File: src/pkg/rhs_pkg.sv
package rhs_pkg;
    localparam int NUM_PORTS = 2;
    // register indices (command codes); byte address is four times these
    localparam logic [7:0] IDX_HUB_STATUS = 8'h14;
    localparam logic [7:0] IDX_PORT1_STATUS = 8'h15;
    localparam logic [7:0] IDX_PORT2_STATUS = 8'h16;
    localparam logic [7:0] IDX_HUB_CONFIG = 8'h20;
    localparam logic [7:0] WR_CODE_BIT = 8'h80;
    // hub status fields
    localparam int HUB_CLR_WAKE = 31;
    localparam int HUB_OC_CHANGE = 17;
    localparam int HUB_SET_POWER = 16;
    localparam int HUB_WAKE_EN = 15;
    localparam int HUB_OC_FLAG = 1;
    localparam int HUB_CLR_POWER = 0;
    // port status fields
    localparam int PORT_RESET_CHANGE = 20;
    localparam int PORT_CONNECT_CHANGE = 16;
    localparam int PORT_POWER = 8;
    // hub config fields
    localparam int CFG_PER_PORT_POWER = 0;
    localparam int CFG_PER_PORT_OC = 1;
    localparam int CFG_MASK_LSB = 2;
    // 10 ms port reset at 40 ns clock
    localparam int PORT_RESET_MS = 10;
    localparam int CLK_PERIOD_NS = 40;
    localparam int PORT_RESET_CYCLES = PORT_RESET_MS * 1000000 / CLK_PERIOD_NS;
    localparam int RST_CNT_W = 18;
    localparam logic [31:0] PORT_RESET_VAL = 32'h0;
    localparam logic [31:0] RD_ZERO = 32'h0;

    // per-port hardware events from the port state machines
    typedef struct packed {
        logic connect_event;
        logic reset_start;
    } rhs_port_evt_s;

    typedef enum logic [1:0] {
        RHS_OPERATIONAL = 2'b00,
        RHS_SUSPEND = 2'b01,
        RHS_RESUME = 2'b10
    } rhs_state_e;
endpackage

File: src/rhs_sync.sv
`timescale 1ns/1ps
module rhs_sync (
    input wire logic pclk, // system clock
    input wire logic presetn, // async reset, active low
    input wire logic d, // asynchronous level
    output logic q // synchronised level
);
    logic meta;

    // two stage synchroniser, meta read only by q
    always_ff @(posedge pclk or negedge presetn) begin
        if (!presetn) begin
            meta <= 1'b0;
            q <= 1'b0;
        end else begin
            meta <= d;
            q <= meta;
        end
    end
endmodule

File: src/rhs_port.sv
`timescale 1ns/1ps
module rhs_port (
    input wire logic pclk, // system clock
    input wire logic presetn, // async reset, active low
    input wire logic wr_en, // write to this port register
    input wire logic [31:0] wdata, // write data
    input wire logic power_set, // global set power
    input wire logic power_clr, // global clear power
    input wire logic masked, // port power mask bit
    input wire logic per_port_mode, // per-port power mode
    input wire rhs_pkg::rhs_port_evt_s evt, // hardware events
    output logic [31:0] status, // register read value
    output logic power_on, // port power state
    output logic connect_change // connect change flag
);
    logic reset_change;
    logic reset_busy;
    logic [rhs_pkg::RST_CNT_W-1:0] reset_cnt;
    logic global_ok;

    // masked ports ignore global commands only in per-port mode
    assign global_ok = !per_port_mode || !masked;

    // power state: per-port write bit or global strobes
    always_ff @(posedge pclk or negedge presetn) begin
        if (!presetn) begin
            power_on <= 1'b0;
        end else if (power_set && global_ok) begin
            power_on <= 1'b1;
        end else if (power_clr && global_ok) begin
            power_on <= 1'b0;
        end else if (wr_en && wdata[rhs_pkg::PORT_POWER]) begin
            power_on <= 1'b1;
        end
    end

    // port reset timer, sets done flag when it expires
    always_ff @(posedge pclk or negedge presetn) begin
        if (!presetn) begin
            reset_busy <= 1'b0;
            reset_cnt <= '0;
        end else if (reset_busy) begin
            if (reset_cnt == rhs_pkg::RST_CNT_W'(rhs_pkg::PORT_RESET_CYCLES - 1)) begin
                reset_busy <= 1'b0;
            end
            reset_cnt <= reset_cnt + 1'b1;
        end else if (evt.reset_start) begin
            reset_busy <= 1'b1;
            reset_cnt <= '0;
        end
    end

    // change flags: hardware set wins over a write-1 clear
    always_ff @(posedge pclk or negedge presetn) begin
        if (!presetn) begin
            reset_change <= 1'b0;
            connect_change <= 1'b0;
        end else begin
            if (reset_busy &&
                    reset_cnt == rhs_pkg::RST_CNT_W'(rhs_pkg::PORT_RESET_CYCLES - 1)) begin
                reset_change <= 1'b1;
            end else if (wr_en && wdata[rhs_pkg::PORT_RESET_CHANGE]) begin
                reset_change <= 1'b0;
            end
            if (evt.connect_event) begin
                connect_change <= 1'b1;
            end else if (wr_en && wdata[rhs_pkg::PORT_CONNECT_CHANGE]) begin
                connect_change <= 1'b0;
            end
        end
    end

    // status low half, change flags high half
    always_comb begin
        status = rhs_pkg::PORT_RESET_VAL;
        status[rhs_pkg::PORT_RESET_CHANGE] = reset_change;
        status[rhs_pkg::PORT_CONNECT_CHANGE] = connect_change;
        status[rhs_pkg::PORT_POWER] = power_on;
    end
endmodule

File: src/rhs_top.sv
`timescale 1ns/1ps
module rhs_top (
    input wire logic pclk, // system clock, 25 MHz
    input wire logic presetn, // async reset, active low
    input wire logic psel, // apb select
    input wire logic penable, // apb enable
    input wire logic pwrite, // apb direction
    input wire logic [11:0] paddr, // apb byte address
    input wire logic [31:0] pwdata, // apb write data
    output logic [31:0] prdata, // apb read data
    output logic pready, // apb ready
    output logic pslverr, // apb error on unmapped address
    input wire logic overcurrent_pin, // global overcurrent sense, async
    input wire logic [1:0] connect_event, // per-port connect change pulses
    input wire logic [1:0] reset_start, // per-port reset request pulses
    input wire logic suspended, // controller in suspend
    output logic resume_seen_interrupt, // resume detected pulse
    output logic [1:0] port_power_state // per-port power state
);
    logic [7:0] idx;
    logic access;
    logic wr_hub;
    logic [1:0] wr_port;
    logic remote_wake_enable;
    logic overcurrent_change_flag;
    logic oc_sync;
    logic global_overcurrent_flag;
    logic oc_prev;
    logic power_switch_select;
    logic per_port_oc;
    logic [1:0] port_power_mask;
    logic set_all_power_strobe;
    logic clear_all_power_strobe;
    logic clear_wake_enable_strobe;
    logic [31:0] port_rd [rhs_pkg::NUM_PORTS];
    logic [1:0] port_power;
    logic [1:0] connect_change_flag;
    logic [1:0] connect_prev;
    logic wake_event;
    logic [31:0] next_rdata;
    logic next_err;
    logic mapped;

    // word index from byte address; write codes alias to read codes
    assign idx = paddr[9:2] & ~rhs_pkg::WR_CODE_BIT;
    assign access = psel && penable && !pready;
    assign mapped = idx == rhs_pkg::IDX_HUB_STATUS || idx == rhs_pkg::IDX_PORT1_STATUS ||
                    idx == rhs_pkg::IDX_PORT2_STATUS || idx == rhs_pkg::IDX_HUB_CONFIG;
    assign wr_hub = access && pwrite && idx == rhs_pkg::IDX_HUB_STATUS;
    assign wr_port[0] = access && pwrite && idx == rhs_pkg::IDX_PORT1_STATUS;
    assign wr_port[1] = access && pwrite && idx == rhs_pkg::IDX_PORT2_STATUS;

    // hub strobes, only writes of 1 act
    assign set_all_power_strobe = wr_hub && pwdata[rhs_pkg::HUB_SET_POWER];
    assign clear_all_power_strobe = wr_hub && pwdata[rhs_pkg::HUB_CLR_POWER];
    assign clear_wake_enable_strobe = wr_hub && pwdata[rhs_pkg::HUB_CLR_WAKE];

    // overcurrent sense comes from a pin
    rhs_sync u_oc_sync (
        .pclk(pclk),
        .presetn(presetn),
        .d(overcurrent_pin),
        .q(oc_sync)
    );

    // global flag reads 0 when protection is per port
    assign global_overcurrent_flag = oc_sync && !per_port_oc;

    // one instance per downstream port
    genvar gi;
    generate
        for (gi = 0; gi < rhs_pkg::NUM_PORTS; gi++) begin : g_port
            rhs_pkg::rhs_port_evt_s evt;
            assign evt.connect_event = connect_event[gi];
            assign evt.reset_start = reset_start[gi];
            rhs_port u_port (
                .pclk(pclk),
                .presetn(presetn),
                .wr_en(wr_port[gi]),
                .wdata(pwdata),
                .power_set(set_all_power_strobe),
                .power_clr(clear_all_power_strobe),
                .masked(port_power_mask[gi]),
                .per_port_mode(power_switch_select),
                .evt(evt),
                .status(port_rd[gi]),
                .power_on(port_power[gi]),
                .connect_change(connect_change_flag[gi])
            );
        end
    endgenerate

    // remote wake enable: set by bit 15, clear by bit 31; clear wins if both
    always_ff @(posedge pclk or negedge presetn) begin
        if (!presetn) begin
            remote_wake_enable <= 1'b0;
        end else if (clear_wake_enable_strobe) begin
            remote_wake_enable <= 1'b0;
        end else if (wr_hub && pwdata[rhs_pkg::HUB_WAKE_EN]) begin
            remote_wake_enable <= 1'b1;
        end
    end

    // overcurrent change: edge against last cycle, set beats clear
    always_ff @(posedge pclk or negedge presetn) begin
        if (!presetn) begin
            oc_prev <= 1'b0;
            overcurrent_change_flag <= 1'b0;
        end else begin
            oc_prev <= global_overcurrent_flag;
            if (global_overcurrent_flag != oc_prev) begin
                overcurrent_change_flag <= 1'b1;
            end else if (wr_hub && pwdata[rhs_pkg::HUB_OC_CHANGE]) begin
                overcurrent_change_flag <= 1'b0;
            end
        end
    end

    // hub config register: power mode, oc mode, power mask
    always_ff @(posedge pclk or negedge presetn) begin
        if (!presetn) begin
            power_switch_select <= 1'b0;
            per_port_oc <= 1'b0;
            port_power_mask <= 2'h0;
        end else if (access && pwrite && idx == rhs_pkg::IDX_HUB_CONFIG) begin
            power_switch_select <= pwdata[rhs_pkg::CFG_PER_PORT_POWER];
            per_port_oc <= pwdata[rhs_pkg::CFG_PER_PORT_OC];
            port_power_mask <= pwdata[rhs_pkg::CFG_MASK_LSB +: 2];
        end
    end

    // connect change rising edge is the wake trigger
    assign wake_event = |(connect_change_flag & ~connect_prev);

    // resume only from suspend and only when wake enabled
    always_ff @(posedge pclk or negedge presetn) begin
        if (!presetn) begin
            connect_prev <= 2'h0;
            resume_seen_interrupt <= 1'b0;
        end else begin
            connect_prev <= connect_change_flag;
            resume_seen_interrupt <= wake_event && remote_wake_enable && suspended;
        end
    end

    // power state straight from flops for the output
    always_ff @(posedge pclk or negedge presetn) begin
        if (!presetn) begin
            port_power_state <= 2'h0;
        end else begin
            port_power_state <= port_power;
        end
    end

    // read mux; hub bits 16 and 0 never stored so read 0
    always_comb begin
        next_rdata = rhs_pkg::RD_ZERO;
        next_err = !mapped;
        case (idx)
            rhs_pkg::IDX_HUB_STATUS: begin
                next_rdata[rhs_pkg::HUB_OC_CHANGE] = overcurrent_change_flag;
                next_rdata[rhs_pkg::HUB_WAKE_EN] = remote_wake_enable;
                next_rdata[rhs_pkg::HUB_OC_FLAG] = global_overcurrent_flag;
            end
            rhs_pkg::IDX_PORT1_STATUS: next_rdata = port_rd[0];
            rhs_pkg::IDX_PORT2_STATUS: next_rdata = port_rd[1];
            rhs_pkg::IDX_HUB_CONFIG: begin
                next_rdata[rhs_pkg::CFG_PER_PORT_POWER] = power_switch_select;
                next_rdata[rhs_pkg::CFG_PER_PORT_OC] = per_port_oc;
                next_rdata[rhs_pkg::CFG_MASK_LSB +: 2] = port_power_mask;
            end
            default: next_rdata = rhs_pkg::RD_ZERO;
        endcase
    end

    // apb answer: one wait state, ready in the second access cycle
    always_ff @(posedge pclk or negedge presetn) begin
        if (!presetn) begin
            pready <= 1'b0;
            prdata <= 32'h0;
            pslverr <= 1'b0;
        end else if (access) begin
            pready <= 1'b1;
            prdata <= pwrite ? rhs_pkg::RD_ZERO : next_rdata;
            pslverr <= next_err;
        end else begin
            pready <= 1'b0;
            pslverr <= 1'b0;
        end
    end
endmodule

File: config.mk
export PLATFORM = sky130hd
export DESIGN_NAME = rhs_top
export DESIGN_NICKNAME = d
export VERILOG_FILES = /design/src/pkg/rhs_pkg.sv /design/src/rhs_sync.sv /design/src/rhs_port.sv /design/src/rhs_top.sv
export SDC_FILE = /design/constraint.sdc
export NUM_CORES = 1
export LEC_CHECK = 0
export ABC_CLOCK_PERIOD_IN_PS = 1600
export BUFFER_PORTS_ARGS = -buffer_cell sky130_fd_sc_hd__buf_2
export CAP_MARGIN = 20
export CELL_PAD_IN_SITES_DETAIL_PLACEMENT = 0
export CELL_PAD_IN_SITES_GLOBAL_PLACEMENT = 2
export CORE_MARGIN = 5
export CORE_UTILIZATION = 32
export DETAILED_ROUTE_END_ITERATION = 7
export PLACE_DENSITY = 0.8
export SLEW_MARGIN = 10
export SYNTH_ARGS = -nofsm -noshare
export SYNTH_HDL_FRONTEND = slang
export SYNTH_HIERARCHICAL = 1
export SYNTH_SLANG_ARGS = --single-unit
File: constraint.sdc
create_clock -name pclk -period 1.6 [get_ports pclk]
set_input_delay 0.24 -clock pclk [delete_from_list [all_inputs] [get_ports pclk]]
set_output_delay 0.24 -clock pclk [all_outputs]
set_load 0.03 [all_outputs]
==> key figures, run 1 <==
Run status
  – Outcome: completed

Synth
  – Syn Std Cell Area: slightly below 5000 um2
  – Mean Syn Cell Area: 10.0 um2
  – Ys async rst share: 1.00
  – Dominant synthesized flop cell: dfrtp_1
  – Synthesis Warnings: 6
  – Synth Instances: between 400 and 500
  – Yosys cell types: 50
  – Number of synthesized register bits: 92
  – EDFF count, synth: 0
  – Sequential fraction of the synthesis area: 0.464

Die
  – Core Area: 15200 um2
  – Die area: between 15000 and 20000 um2
  – Row cnt: 45
  – Die span in x: 135 um
  – IO Count: between 90 and 100
  – Die Y: 135 um
  – Initial Util: 0.326

Route
  – Detail Route Antenna Nets: 0
  – DRT Pass-1 Iters: 4
  – Detailed-route via count: 3722
  – Initial drt markers: 286
  – Wire per inst: between 10 and 15 um
  – Via density: 4.85
  – Residual DRC: 0
  – Final wirelength: 11.1 mm

Global route
  – Antenna violations before repair: 0
  – Vias in the first global route: 3734
  – Total congestion overflow: 0
  – Largest net degree at the start of global routing: 38
  – First-pass GRT wire length: between 15 and 20 mm
  – GRT Resource Usage Total: 0.129

Finish
  – Fill cell count: 1505
  – # nets final: 632
  – Flip-flop and latch area: 2300 um2
  – Final Non-Filler Cells: between 700 and 800
  – Diodes inserted: 0
  – Fin util: 0.377
  – Share of post-route cells with drive strength above 1: 0.245
  – Commonest cells after routing, fill and taps aside: dfrtp_1 (92), nand2_1 (69), buf_2 (63)
  – Layout overhead on the synthesized area: 15.4%
  – Multi-input logic area: 2270 um2
  – Commonest non-fill, non-tap cell in the layout: dfrtp_1

Worst setup path
  – RR Startpoint: g_port[0].u_port/reset_cnt[0]
  – Crit end category: flop
  – WP depth: 5
  – Crit-path cells: ha_1 -> nand4_1 -> nor3_4 -> buf_4 -> mux2i_1
  – Crit-path max FO: 5
  – R2R Path End: g_port[0].u_port/reset_cnt[8]
  – CP Class: flop to flop
  – CP delay by family, top: simple AND/OR/NAND/NOR gates
  – WP data arrival: 1.72 ns
  – CP max stage cell: dfrtp_1
  – R2r setup slk: between 0.1 and 0.15 ns
  – Worst setup SP type: flop
  – Crit path buffers/inverters: 1
  – Reg2Reg Depth: 5
  – Worst path required time: 1.86 ns
  – CP peak stage delay: 0.36 ns

Clocking
  – Clock Sinks: between 90 and 100
  – Clock transition at path regs: 0.06 ns
  – Inserted Clock Buffers: 9
  – Root buf cell: clkbuf_16
  – H-tree depth: 3
  – Clk_lat worst skew: 0.34 ns
  – CTS Buffer Depth: 2
  – CTS tree: built

Timing
  – Worst setup margin: about 0.14 ns
  – Final setup fails: 0
  – Fin crit share: 0.915
  – Clk_skew: 0.00723 ns
  – Final Critical Period: 1.46 ns
  – Total negative slack: 0 ns
  – Fin. Hold Viols: 0
  – Max frequency: 683 MHz
  – Final Max Slew Viols: 0
  – RSZ-0062 raised after global routing: false

Place
  – Gp weighted congestion: 0.798
  – Port bufs: 64
  – Worst slack, placed: -0.0843 ns
  – DPL Wire Length: 8.33 mm
  – DP Cell Count: 749

Hold path
  – Hold_sp: overcurrent_pin
  – Hold Crit Class: input pin to flop
  – Hold Path Sink: u_oc_sync/meta
  – Number of cells on the worst hold path: 1

Power and ir drop
  – Peak supply drop: 0.000503 V
  – Sw frac: 0.295
  – Power density over the cells: 1000 nW/um2
  – Clock share of power: 0.343
  – Logic pwr share: 0.153
  – Sw power: between 0.0015 and 0.002 W
  – Sequential share of power: 0.504
  – Leakage Power: 2.81 nW
  – Internal power: between 0.004 and 0.005 W

Run
  – Max Cap Violations: 0
-- routing by layer --
layer	global-route usage	wire (um)
met1	0.175	5260
met2	0.203	5210
met3	0.0246	487
met4	0.0509	182
met5	0	0
-- kinds of logic (layout without fill, tap and decap cells) --
| group | count (synthesis) | in the layout | share of synthesized area |
|---|---|---|---|
| buffers and inverters | 95 | 124 | 0.125 |
| and+or+nand+nor | 160 | 160 | 0.190 |
| AOI/OAI and AO/OA | 115 | 115 | 0.157 |
| DFF | 92 | 92 | 0.464 |
| other | 2 | 58 | 0.00151 |
| muxes | 25 | 25 | 0.0514 |
| adders and majority gates | 2 | 2 | 0.00504 |
| xor gates and xnor gates | 3 | 3 | 0.00530 |
-- what timing repair did --
item	CTS	global route
hold buffers	1	0
resized for setup	0	3
endpoints found under the hold margin	27	0
setup buffers	0	2
endpoints found under the setup margin	0	14
-- synth_stat cells (all sizes together), types with 6 or more instances --
library cell / number / share of area
buf: 69 / 0.11
nand2: 69 / 0.052
nand3: 26 / 0.034
a21oi: 8 / 0.0081
mux2i: 21 / 0.042
nor4: 8 / 0.019
a22oi: 30 / 0.045
o21ai: 47 / 0.047
a21o: 7 / 0.011
dfrtp: 92 / 0.46
and3: 11 / 0.014
inv: 11 / 0.0083
nand4: 8 / 0.016
nor3: 6 / 0.015
nor2: 12 / 0.0091
clkbuf: 15 / 0.011
-- registers in the layout, summed over array words and instances, names as in the netlist, 2 cells and up --
signal,count
g_port.u_port/connect_change,2
prdata,32
port_power_mask,2
g_port.u_port/reset_change,2
g_port.u_port/reset_busy,2
g_port.u_port/reset_cnt,36
connect_prev,2
g_port.u_port/power_on,2
port_power_state,2
-- worst max path at each step --
stage,from,end
final,g_port[0].u_port/reset_cnt[0],g_port[0].u_port/reset_cnt[8]
after detailed placement,paddr[5],g_port[1].u_port/power_on
after floorplan,paddr[3],g_port[0].u_port/connect_change
after CTS,pready,g_port[1].u_port/power_on
after global routing,g_port[0].u_port/reset_cnt[0],g_port[0].u_port/reset_cnt[10]
after global placement,paddr[5],g_port[0].u_port/power_on
-- layout make-up --
cell class,count,share of cell area
Clock inverter,2,0.00175
Inverter,11,0.00721
Timing Repair Buffer,98,0.106
Clock buffer,13,0.0454
Tap cell,188,0.0411
Sequential cell,92,0.402
Multi-Input combinational cell,363,0.397
-- stage by stage --
step,cell area (um2),hold slack (ns),total power [W]
5_1_grt,5730,0.0207,0.00608
6_report,5730,0.0298,0.00574
2_1_floorplan,5190,-0.0556,0.00353
4_1_cts,5710,0.0158,0.00582
3_3_place_gp,5430,0.196,0.00376
3_5_place_dp,5430,0.201,0.00380
-- power groups by stage --
| stage | Clock [W] | Sequential [W] | Combinational, W |
|---|---|---|---|
| after floorplan | 0 | 0.00289 | 0.000639 |
| after global placement | 0 | 0.00292 | 0.000833 |
| after detailed placement | 0 | 0.00293 | 0.000871 |
| after CTS | 0.00206 | 0.00289 | 0.000875 |
| after global routing | 0.00214 | 0.00294 | 0.00100 |
| final | 0.00197 | 0.00289 | 0.000876 |
Power figures use the tool's default switching activity.
==> run 2: changes to the inputs <==
- ABC_CLOCK_PERIOD_IN_PS: 1600 -> 1800
- CORE_UTILIZATION: 32 -> 38
- PLACE_DENSITY: 0.8 -> 0.89
- clock period: 1.6 -> 1.8 ns (I/O delays scaled with it)
==> key figures, run 2 (same netlist as run 1, synthesis figures left out) <==
Run status
  – Outcome: completed

Die
  – Die area: 15400 um2 (-15%)
  – Row cnt: 41 (-8.9%)
  – Die Y: 124 um (-7.6%)
  – Initial Util: 0.390 (+0.0636)
  – Core Area: 12700 um2 (-16%)
  – IO Count: 92 (unchanged)
  – Die span in x: 124 um (-7.6%)

Place
  – Port bufs: 64 (unchanged)
  – DP Cell Count: 722 (-3.6%)
  – Gp weighted congestion: 0.771 (-3.4%)
  – DPL Wire Length: 7.85 mm (-5.8%)

Clocking
  – CTS tree: built
  – Root buf cell: clkbuf_16
  – Clock Sinks: 92 (unchanged)
  – CTS Buffer Depth: 2 (unchanged)
  – Post-CTS Setup Inserts: 0 (unchanged)
  – Clock transition at path regs: 0.06 ns (about the same)
  – Inserted Clock Buffers: 9 (unchanged)
  – H-tree depth: 3 (unchanged)
  – Clk_lat worst skew: 0.34 ns (about the same)

Finish
  – Commonest cells after routing, fill and taps aside: dfrtp_1 (92), nand2_1 (69), buf_2 (63)
  – Largest Register: g_port.u_port/reset_cnt
  – Flip-flop and latch area: 2300 um2 (unchanged)
  – Commonest non-fill, non-tap cell in the layout: dfrtp_1
  – Diodes inserted: 0 (unchanged)
  – Share of post-route cells with drive strength above 1: 0.226 (-0.0195)
  – Fill cell count: 1256 (-17%)
  – Top Registers: g_port.u_port/reset_cnt x36, prdata x32
  – Multi-input logic area: 2250 um2 (-0.88%)
  – Max FFs per register: 36 (unchanged)
  – Layout overhead on the synthesized area: 13.7%
  – Final Non-Filler Cells: 739 (-3.7%)
  – # nets final: 619 (-2.1%)

Route
  – Residual DRC: 0 (unchanged)
  – Detailed-route via count: 3604 (-3.2%)
  – Wire per inst: 14.4 um (-0.57%)
  – DRT Pass-1 Iters: 4 (unchanged)
  – Via density: 4.88 (+0.50%)
  – Initial drt markers: 115 (-60%)
  – Detail Route Antenna Nets: 0 (unchanged)
  – Final wirelength: 10.7 mm (-4.2%)

Global route
  – First-pass GRT wire length: 18.3 mm (-3.0%)
  – Antenna violations before repair: 0 (unchanged)
  – Vias in the first global route: 3658 (-2.0%)
  – Largest net degree at the start of global routing: 47 (+24%)
  – GRT Resource Usage Total: 0.143 (+0.0148)
  – Total congestion overflow: 0 (unchanged)

Timing
  – Hold slack: 0.0480 ns (+0.0182 ns)
  – Final Critical Period: 1.62 ns (+0.152 ns)
  – Fin crit share: 0.898 (-0.0172)
  – Final Max Slew Viols: 0 (unchanged)
  – Fin. Hold Viols: 0 (unchanged)
  – Total negative slack: 0 ns (unchanged)
  – Max frequency: 619 MHz (-9.4%)
  – RSZ-0062 raised after global routing: false
  – Clk_skew: 0.00365 ns (-0.00358 ns)
  – Final setup fails: 0 (unchanged)

Worst setup path
  – Worst setup SP type: flop
  – CP delay by family, top: simple AND/OR/NAND/NOR gates
  – CP Class: flop to flop
  – Crit end category: flop
  – Crit-path cells: ha_1 -> nand4_1 -> nor3_4 -> nand3_1 -> mux2i_1
  – Crit path buffers/inverters: 0 (-1)
  – Worst path required time: 2.02 ns (+0.16 ns)
  – CP peak stage delay: 0.46 ns (+0.10 ns)
  – Crit-path max FO: 5 (unchanged)
  – CP max stage cell: dfrtp_1
  – WP data arrival: 1.84 ns (+0.12 ns)

Power and ir drop
  – Leakage Power: 2.77 nW (-1.6%)
  – Peak supply drop: 0.000436 V (-13%)
  – Power density over the cells: 953 nW/um2 (-5.0%)

Hold path
  – Hold Crit Class: input pin to flop

Run
  – Max Cap Violations: 0 (unchanged)
-- run 2: changes by cell type in the layout (fill, tap and decap cells not counted), moves of 2 or more --
cell       before  now
bufinv_16       0    2
nor2b_1         1    3
buf_4          32   20
clkbuf_1        2    0
nor2b_2         3    1
-- run 2: through the flow --
stage	power (W)	setup WS (ns)	instance area, um2	utilization
detailed placement	0.00331	0.0601	5300	0.416
global route	0.00568	0.0458	5640	0.444
CTS	0.00544	0.155	5640	0.444
floorplan	0.00314	0.126	5170	-
global placement	0.00328	0.0399	5300	0.416
finish	0.00538	0.184	5640	0.444
-- run 2: worst register-to-register path, stage by stage (launching register included) --
cell and delay (ns):
dfrtp_1 0.46, ha_1 0.24, nand4_1 0.20, nor3_4 0.32
nand3_1 0.13, mux2i_1 0.14
-- run 2: where the power goes --
group	switching (W)	internal, W	leakage, nW	total [W]
Clock	0.000773	0.00133	0.169	0.00210
Combinational	0.000403	0.000277	1.43	0.000680
Sequential	0.000323	0.00228	1.17	0.00260
Total	0.00150	0.00388	2.77	0.00538
-- run 2: final timing paths --
path / depth (start not counted) / endpoint / start / slack [ns]
worst max-delay path: 5 / g_port[1].u_port/reset_cnt[12] / g_port[1].u_port/reset_cnt[0] / 0.18
worst min-delay path: 1 / u_oc_sync/meta / overcurrent_pin / 0.05
worst max register to register: 5 / g_port[1].u_port/reset_cnt[12] / g_port[1].u_port/reset_cnt[0] / 0.18
worst min register to register: 0 / u_oc_sync/q / u_oc_sync/meta / 0.36
max in group asynchronous: 3 / g_port[1].u_port/reset_cnt[4] / presetn / 0.78
min in group asynchronous: 2 / prdata[4] / presetn / 0.39
-- run 2: what timing repair did --
item | 4_1_cts | 5_1_grt
hold buffers | 1 | 0
resized for setup | 0 | 0
endpoints found under the hold margin | 24 | 0
-- run 2: area by class of cell --
class,count,area share
multi-input combinational,363,0.399
timing repair buffer,85,0.0878
clock buffer,12,0.0472
tap,172,0.0381
clock inverter,4,0.0124
sequential,92,0.408
inverter,11,0.00732
-- run 2: routing by layer --
metal,vias to the layer above,GRT usage,part of all wire,wire (um)
met5,-,0,0,0
met4,0,0.0529,0.016,173
met3,13,0.0292,0.037,396
met2,58,0.237,0.48,5130
met1,1757,0.186,0.47,4970
li1,1776,-,-,-
==> run 3: changes to the inputs <==
- REMOVE_ABC_BUFFERS: not set -> 1
==> key figures, run 3 (same netlist as run 1, synthesis figures left out) <==
Global route
  – First-pass GRT wire length: 17.6 mm (-3.7%)
  – Antenna violations before repair: 0 (unchanged)
  – Total congestion overflow: 0 (unchanged)
  – Largest net degree at the start of global routing: 37 (-21%)
  – GRT Resource Usage Total: 0.137 (-0.00656)
  – Vias in the first global route: 3599 (-1.6%)

Finish
  – Multi-input logic area: 2250 um2 (unchanged)
  – Share of post-route cells with drive strength above 1: 0.226 (unchanged)
  – Layout overhead on the synthesized area: 13.5%
  – Diodes inserted: 0 (unchanged)
  – Fin util: 0.443 (-0.000786)
  – Flip-flop and latch area: 2300 um2 (unchanged)
  – Largest Register: g_port.u_port/reset_cnt
  – Top Registers: g_port.u_port/reset_cnt x36, prdata x32
  – Fill cell count: 1282 (+2.1%)
  – Commonest cells after routing, fill and taps aside: dfrtp_1 (92), nand2_1 (69), buf_2 (63)
  – # nets final: 619 (unchanged)
  – Commonest non-fill, non-tap cell in the layout: dfrtp_1
  – Final Non-Filler Cells: 739 (unchanged)
  – Max FFs per register: 36 (unchanged)

Timing
  – Fin. Hold Viols: 0 (unchanged)
  – Final Critical Period: 1.67 ns (+0.0543 ns)
  – Relative slew margins: 0.665
  – Max frequency: 599 MHz (-3.3%)
  – Final Max Slew Viols: 0 (unchanged)
  – Worst setup margin: 0.130 ns (-0.0543 ns)
  – Clk_skew: 0.00425 ns (+0.000601 ns)
  – Slew @ Worst Pin: 0.502 ns
  – Final setup fails: 0 (unchanged)
  – Fin crit share: 0.928 (+0.0302)
  – RSZ-0062 raised after global routing: false

Power and ir drop
  – Internal power: 0.00382 W (-1.6%)
  – Peak supply drop: 0.000468 V (+7.5%)
  – Clock share of power: 0.382 (-0.008)
  – Leakage Power: 2.75 nW (-0.60%)
  – Power density over the cells: 947 nW/um2 (-0.65%)
  – Sw power: 0.00151 W (+1.1%)
  – Sw frac: 0.284 (+0.00539)
  – Sequential share of power: 0.485 (+0.002)
  – Logic pwr share: 0.133 (+0.007)

Clocking
  – CTS Buffer Depth: 2 (unchanged)
  – Root buf cell: clkbuf_16
  – Post-CTS resize count: 0 (unchanged)
  – CTS tree: built
  – Clock Sinks: 92 (unchanged)
  – Clock transition at path regs: 0.06 ns (about the same)
  – Post-CTS Setup Inserts: 0 (unchanged)
  – Clk_lat worst skew: 0.34 ns (about the same)
  – Inserted Clock Buffers: 9 (unchanged)
  – H-tree depth: 3 (unchanged)

Route
  – Detail Route Antenna Nets: 0 (unchanged)
  – Initial drt markers: 223 (+94%)
  – Wire per inst: 13.7 um (-4.9%)
  – Final wirelength: 10.1 mm (-4.9%)
  – Via density: 4.84 (-0.83%)
  – DRT Pass-1 Iters: 4 (unchanged)
  – Residual DRC: 0 (unchanged)
  – Detailed-route via count: 3574 (-0.83%)

Die
  – Row cnt: 41 (unchanged)
  – Initial Util: 0.390 (unchanged)
  – Die area: 15400 um2 (unchanged)
  – Core Area: 12700 um2 (unchanged)
  – IO Count: 92 (unchanged)
  – Die Y: 124 um (unchanged)
  – Die span in x: 124 um (unchanged)

Run status
  – Outcome: completed

Place
  – Worst slack, placed: 0.0202 ns (-0.0400 ns)
  – DPL Wire Length: 7.35 mm (-6.3%)
  – Port bufs: 64 (unchanged)
  – DP Cell Count: 722 (unchanged)
  – Gp weighted congestion: 0.824 (+6.9%)

Hold path
  – Hold Crit Class: input pin to flop
  – Number of cells on the worst hold path: 1 (unchanged)

Worst setup path
  – Worst setup SP type: flop
  – Crit-path max FO: 36 (+31)
  – Crit end category: flop
  – CP Class: flop to flop
  – Worst path required time: 2.05 ns (+0.03 ns)
  – Reg2Reg Depth: 5 (unchanged)
  – WP data arrival: 1.92 ns (+0.08 ns)
  – R2r setup slk: 0.13 ns (-0.05 ns)

Run
  – Max Cap Violations: 0 (unchanged)
[run 3: power by group through the flow]
stage	clock [W]	sequential, W	combinational (W)
5_1_grt	0.00217	0.00264	0.000816
2_1_floorplan	0	0.00258	0.000455
3_5_place_dp	0	0.00262	0.000711
3_3_place_gp	0	0.00261	0.000679
4_1_cts	0.00210	0.00259	0.000713
6_report	0.00204	0.00259	0.000708
[run 3: routing by layer]
| metal | vias to the layer above | global-route usage | wire length, um |
|---|---|---|---|
| met5 | - | 0 | 0 |
| met4 | 0 | 0.0484 | 131 |
| met3 | 9 | 0.0266 | 479 |
| met2 | 71 | 0.228 | 4910 |
| met1 | 1712 | 0.177 | 4630 |
| li1 | 1782 | - | - |
[run 3: final timing paths]
| kind | startpoint | endpoint |
|---|---|---|
| max in group asynchronous | presetn | prdata[23] |
| min in group asynchronous | presetn | prdata[25] |
| min reg2reg | u_oc_sync/meta | u_oc_sync/q |
| min | overcurrent_pin | u_oc_sync/meta |
| max reg2reg | pready | prdata[15] |
| max | pready | prdata[15] |
[run 3: repair_timing]
item / in CTS / in global routing
hold endpoints to repair: 33 / 0
setup endpoints to repair: 0 / 0
hold buffers: 1 / 0
[run 3: critical path, cell delays in order (launching register included)]
cell,delay [ns]
dfrtp_1,0.38
nand3b_2,0.21
buf_4,0.27
nor2_1,0.21
nand2_1,0.26
o21ai_0,0.24
[run 3: stage by stage]
step	area (um2)	total power, W	hold WS, ns	setup TNS, ns
4_1_cts	5630	0.00539	0.0306	0
3_3_place_gp	5300	0.00329	0.269	0
2_1_floorplan	4590	0.00303	-0.0256	-2.36
6_report	5630	0.00533	0.0409	0
3_5_place_dp	5300	0.00333	0.276	0
5_1_grt	5630	0.00562	0.0365	0
[run 3: area by class of cell]
type | instances | area share
clock buffers | 10 | 0.0424
clock inverters | 6 | 0.0155
inverters | 11 | 0.00733
multi-input cells | 363 | 0.400
flip-flops and latches | 92 | 0.409
well taps | 172 | 0.0382
repair buffers | 85 | 0.0880
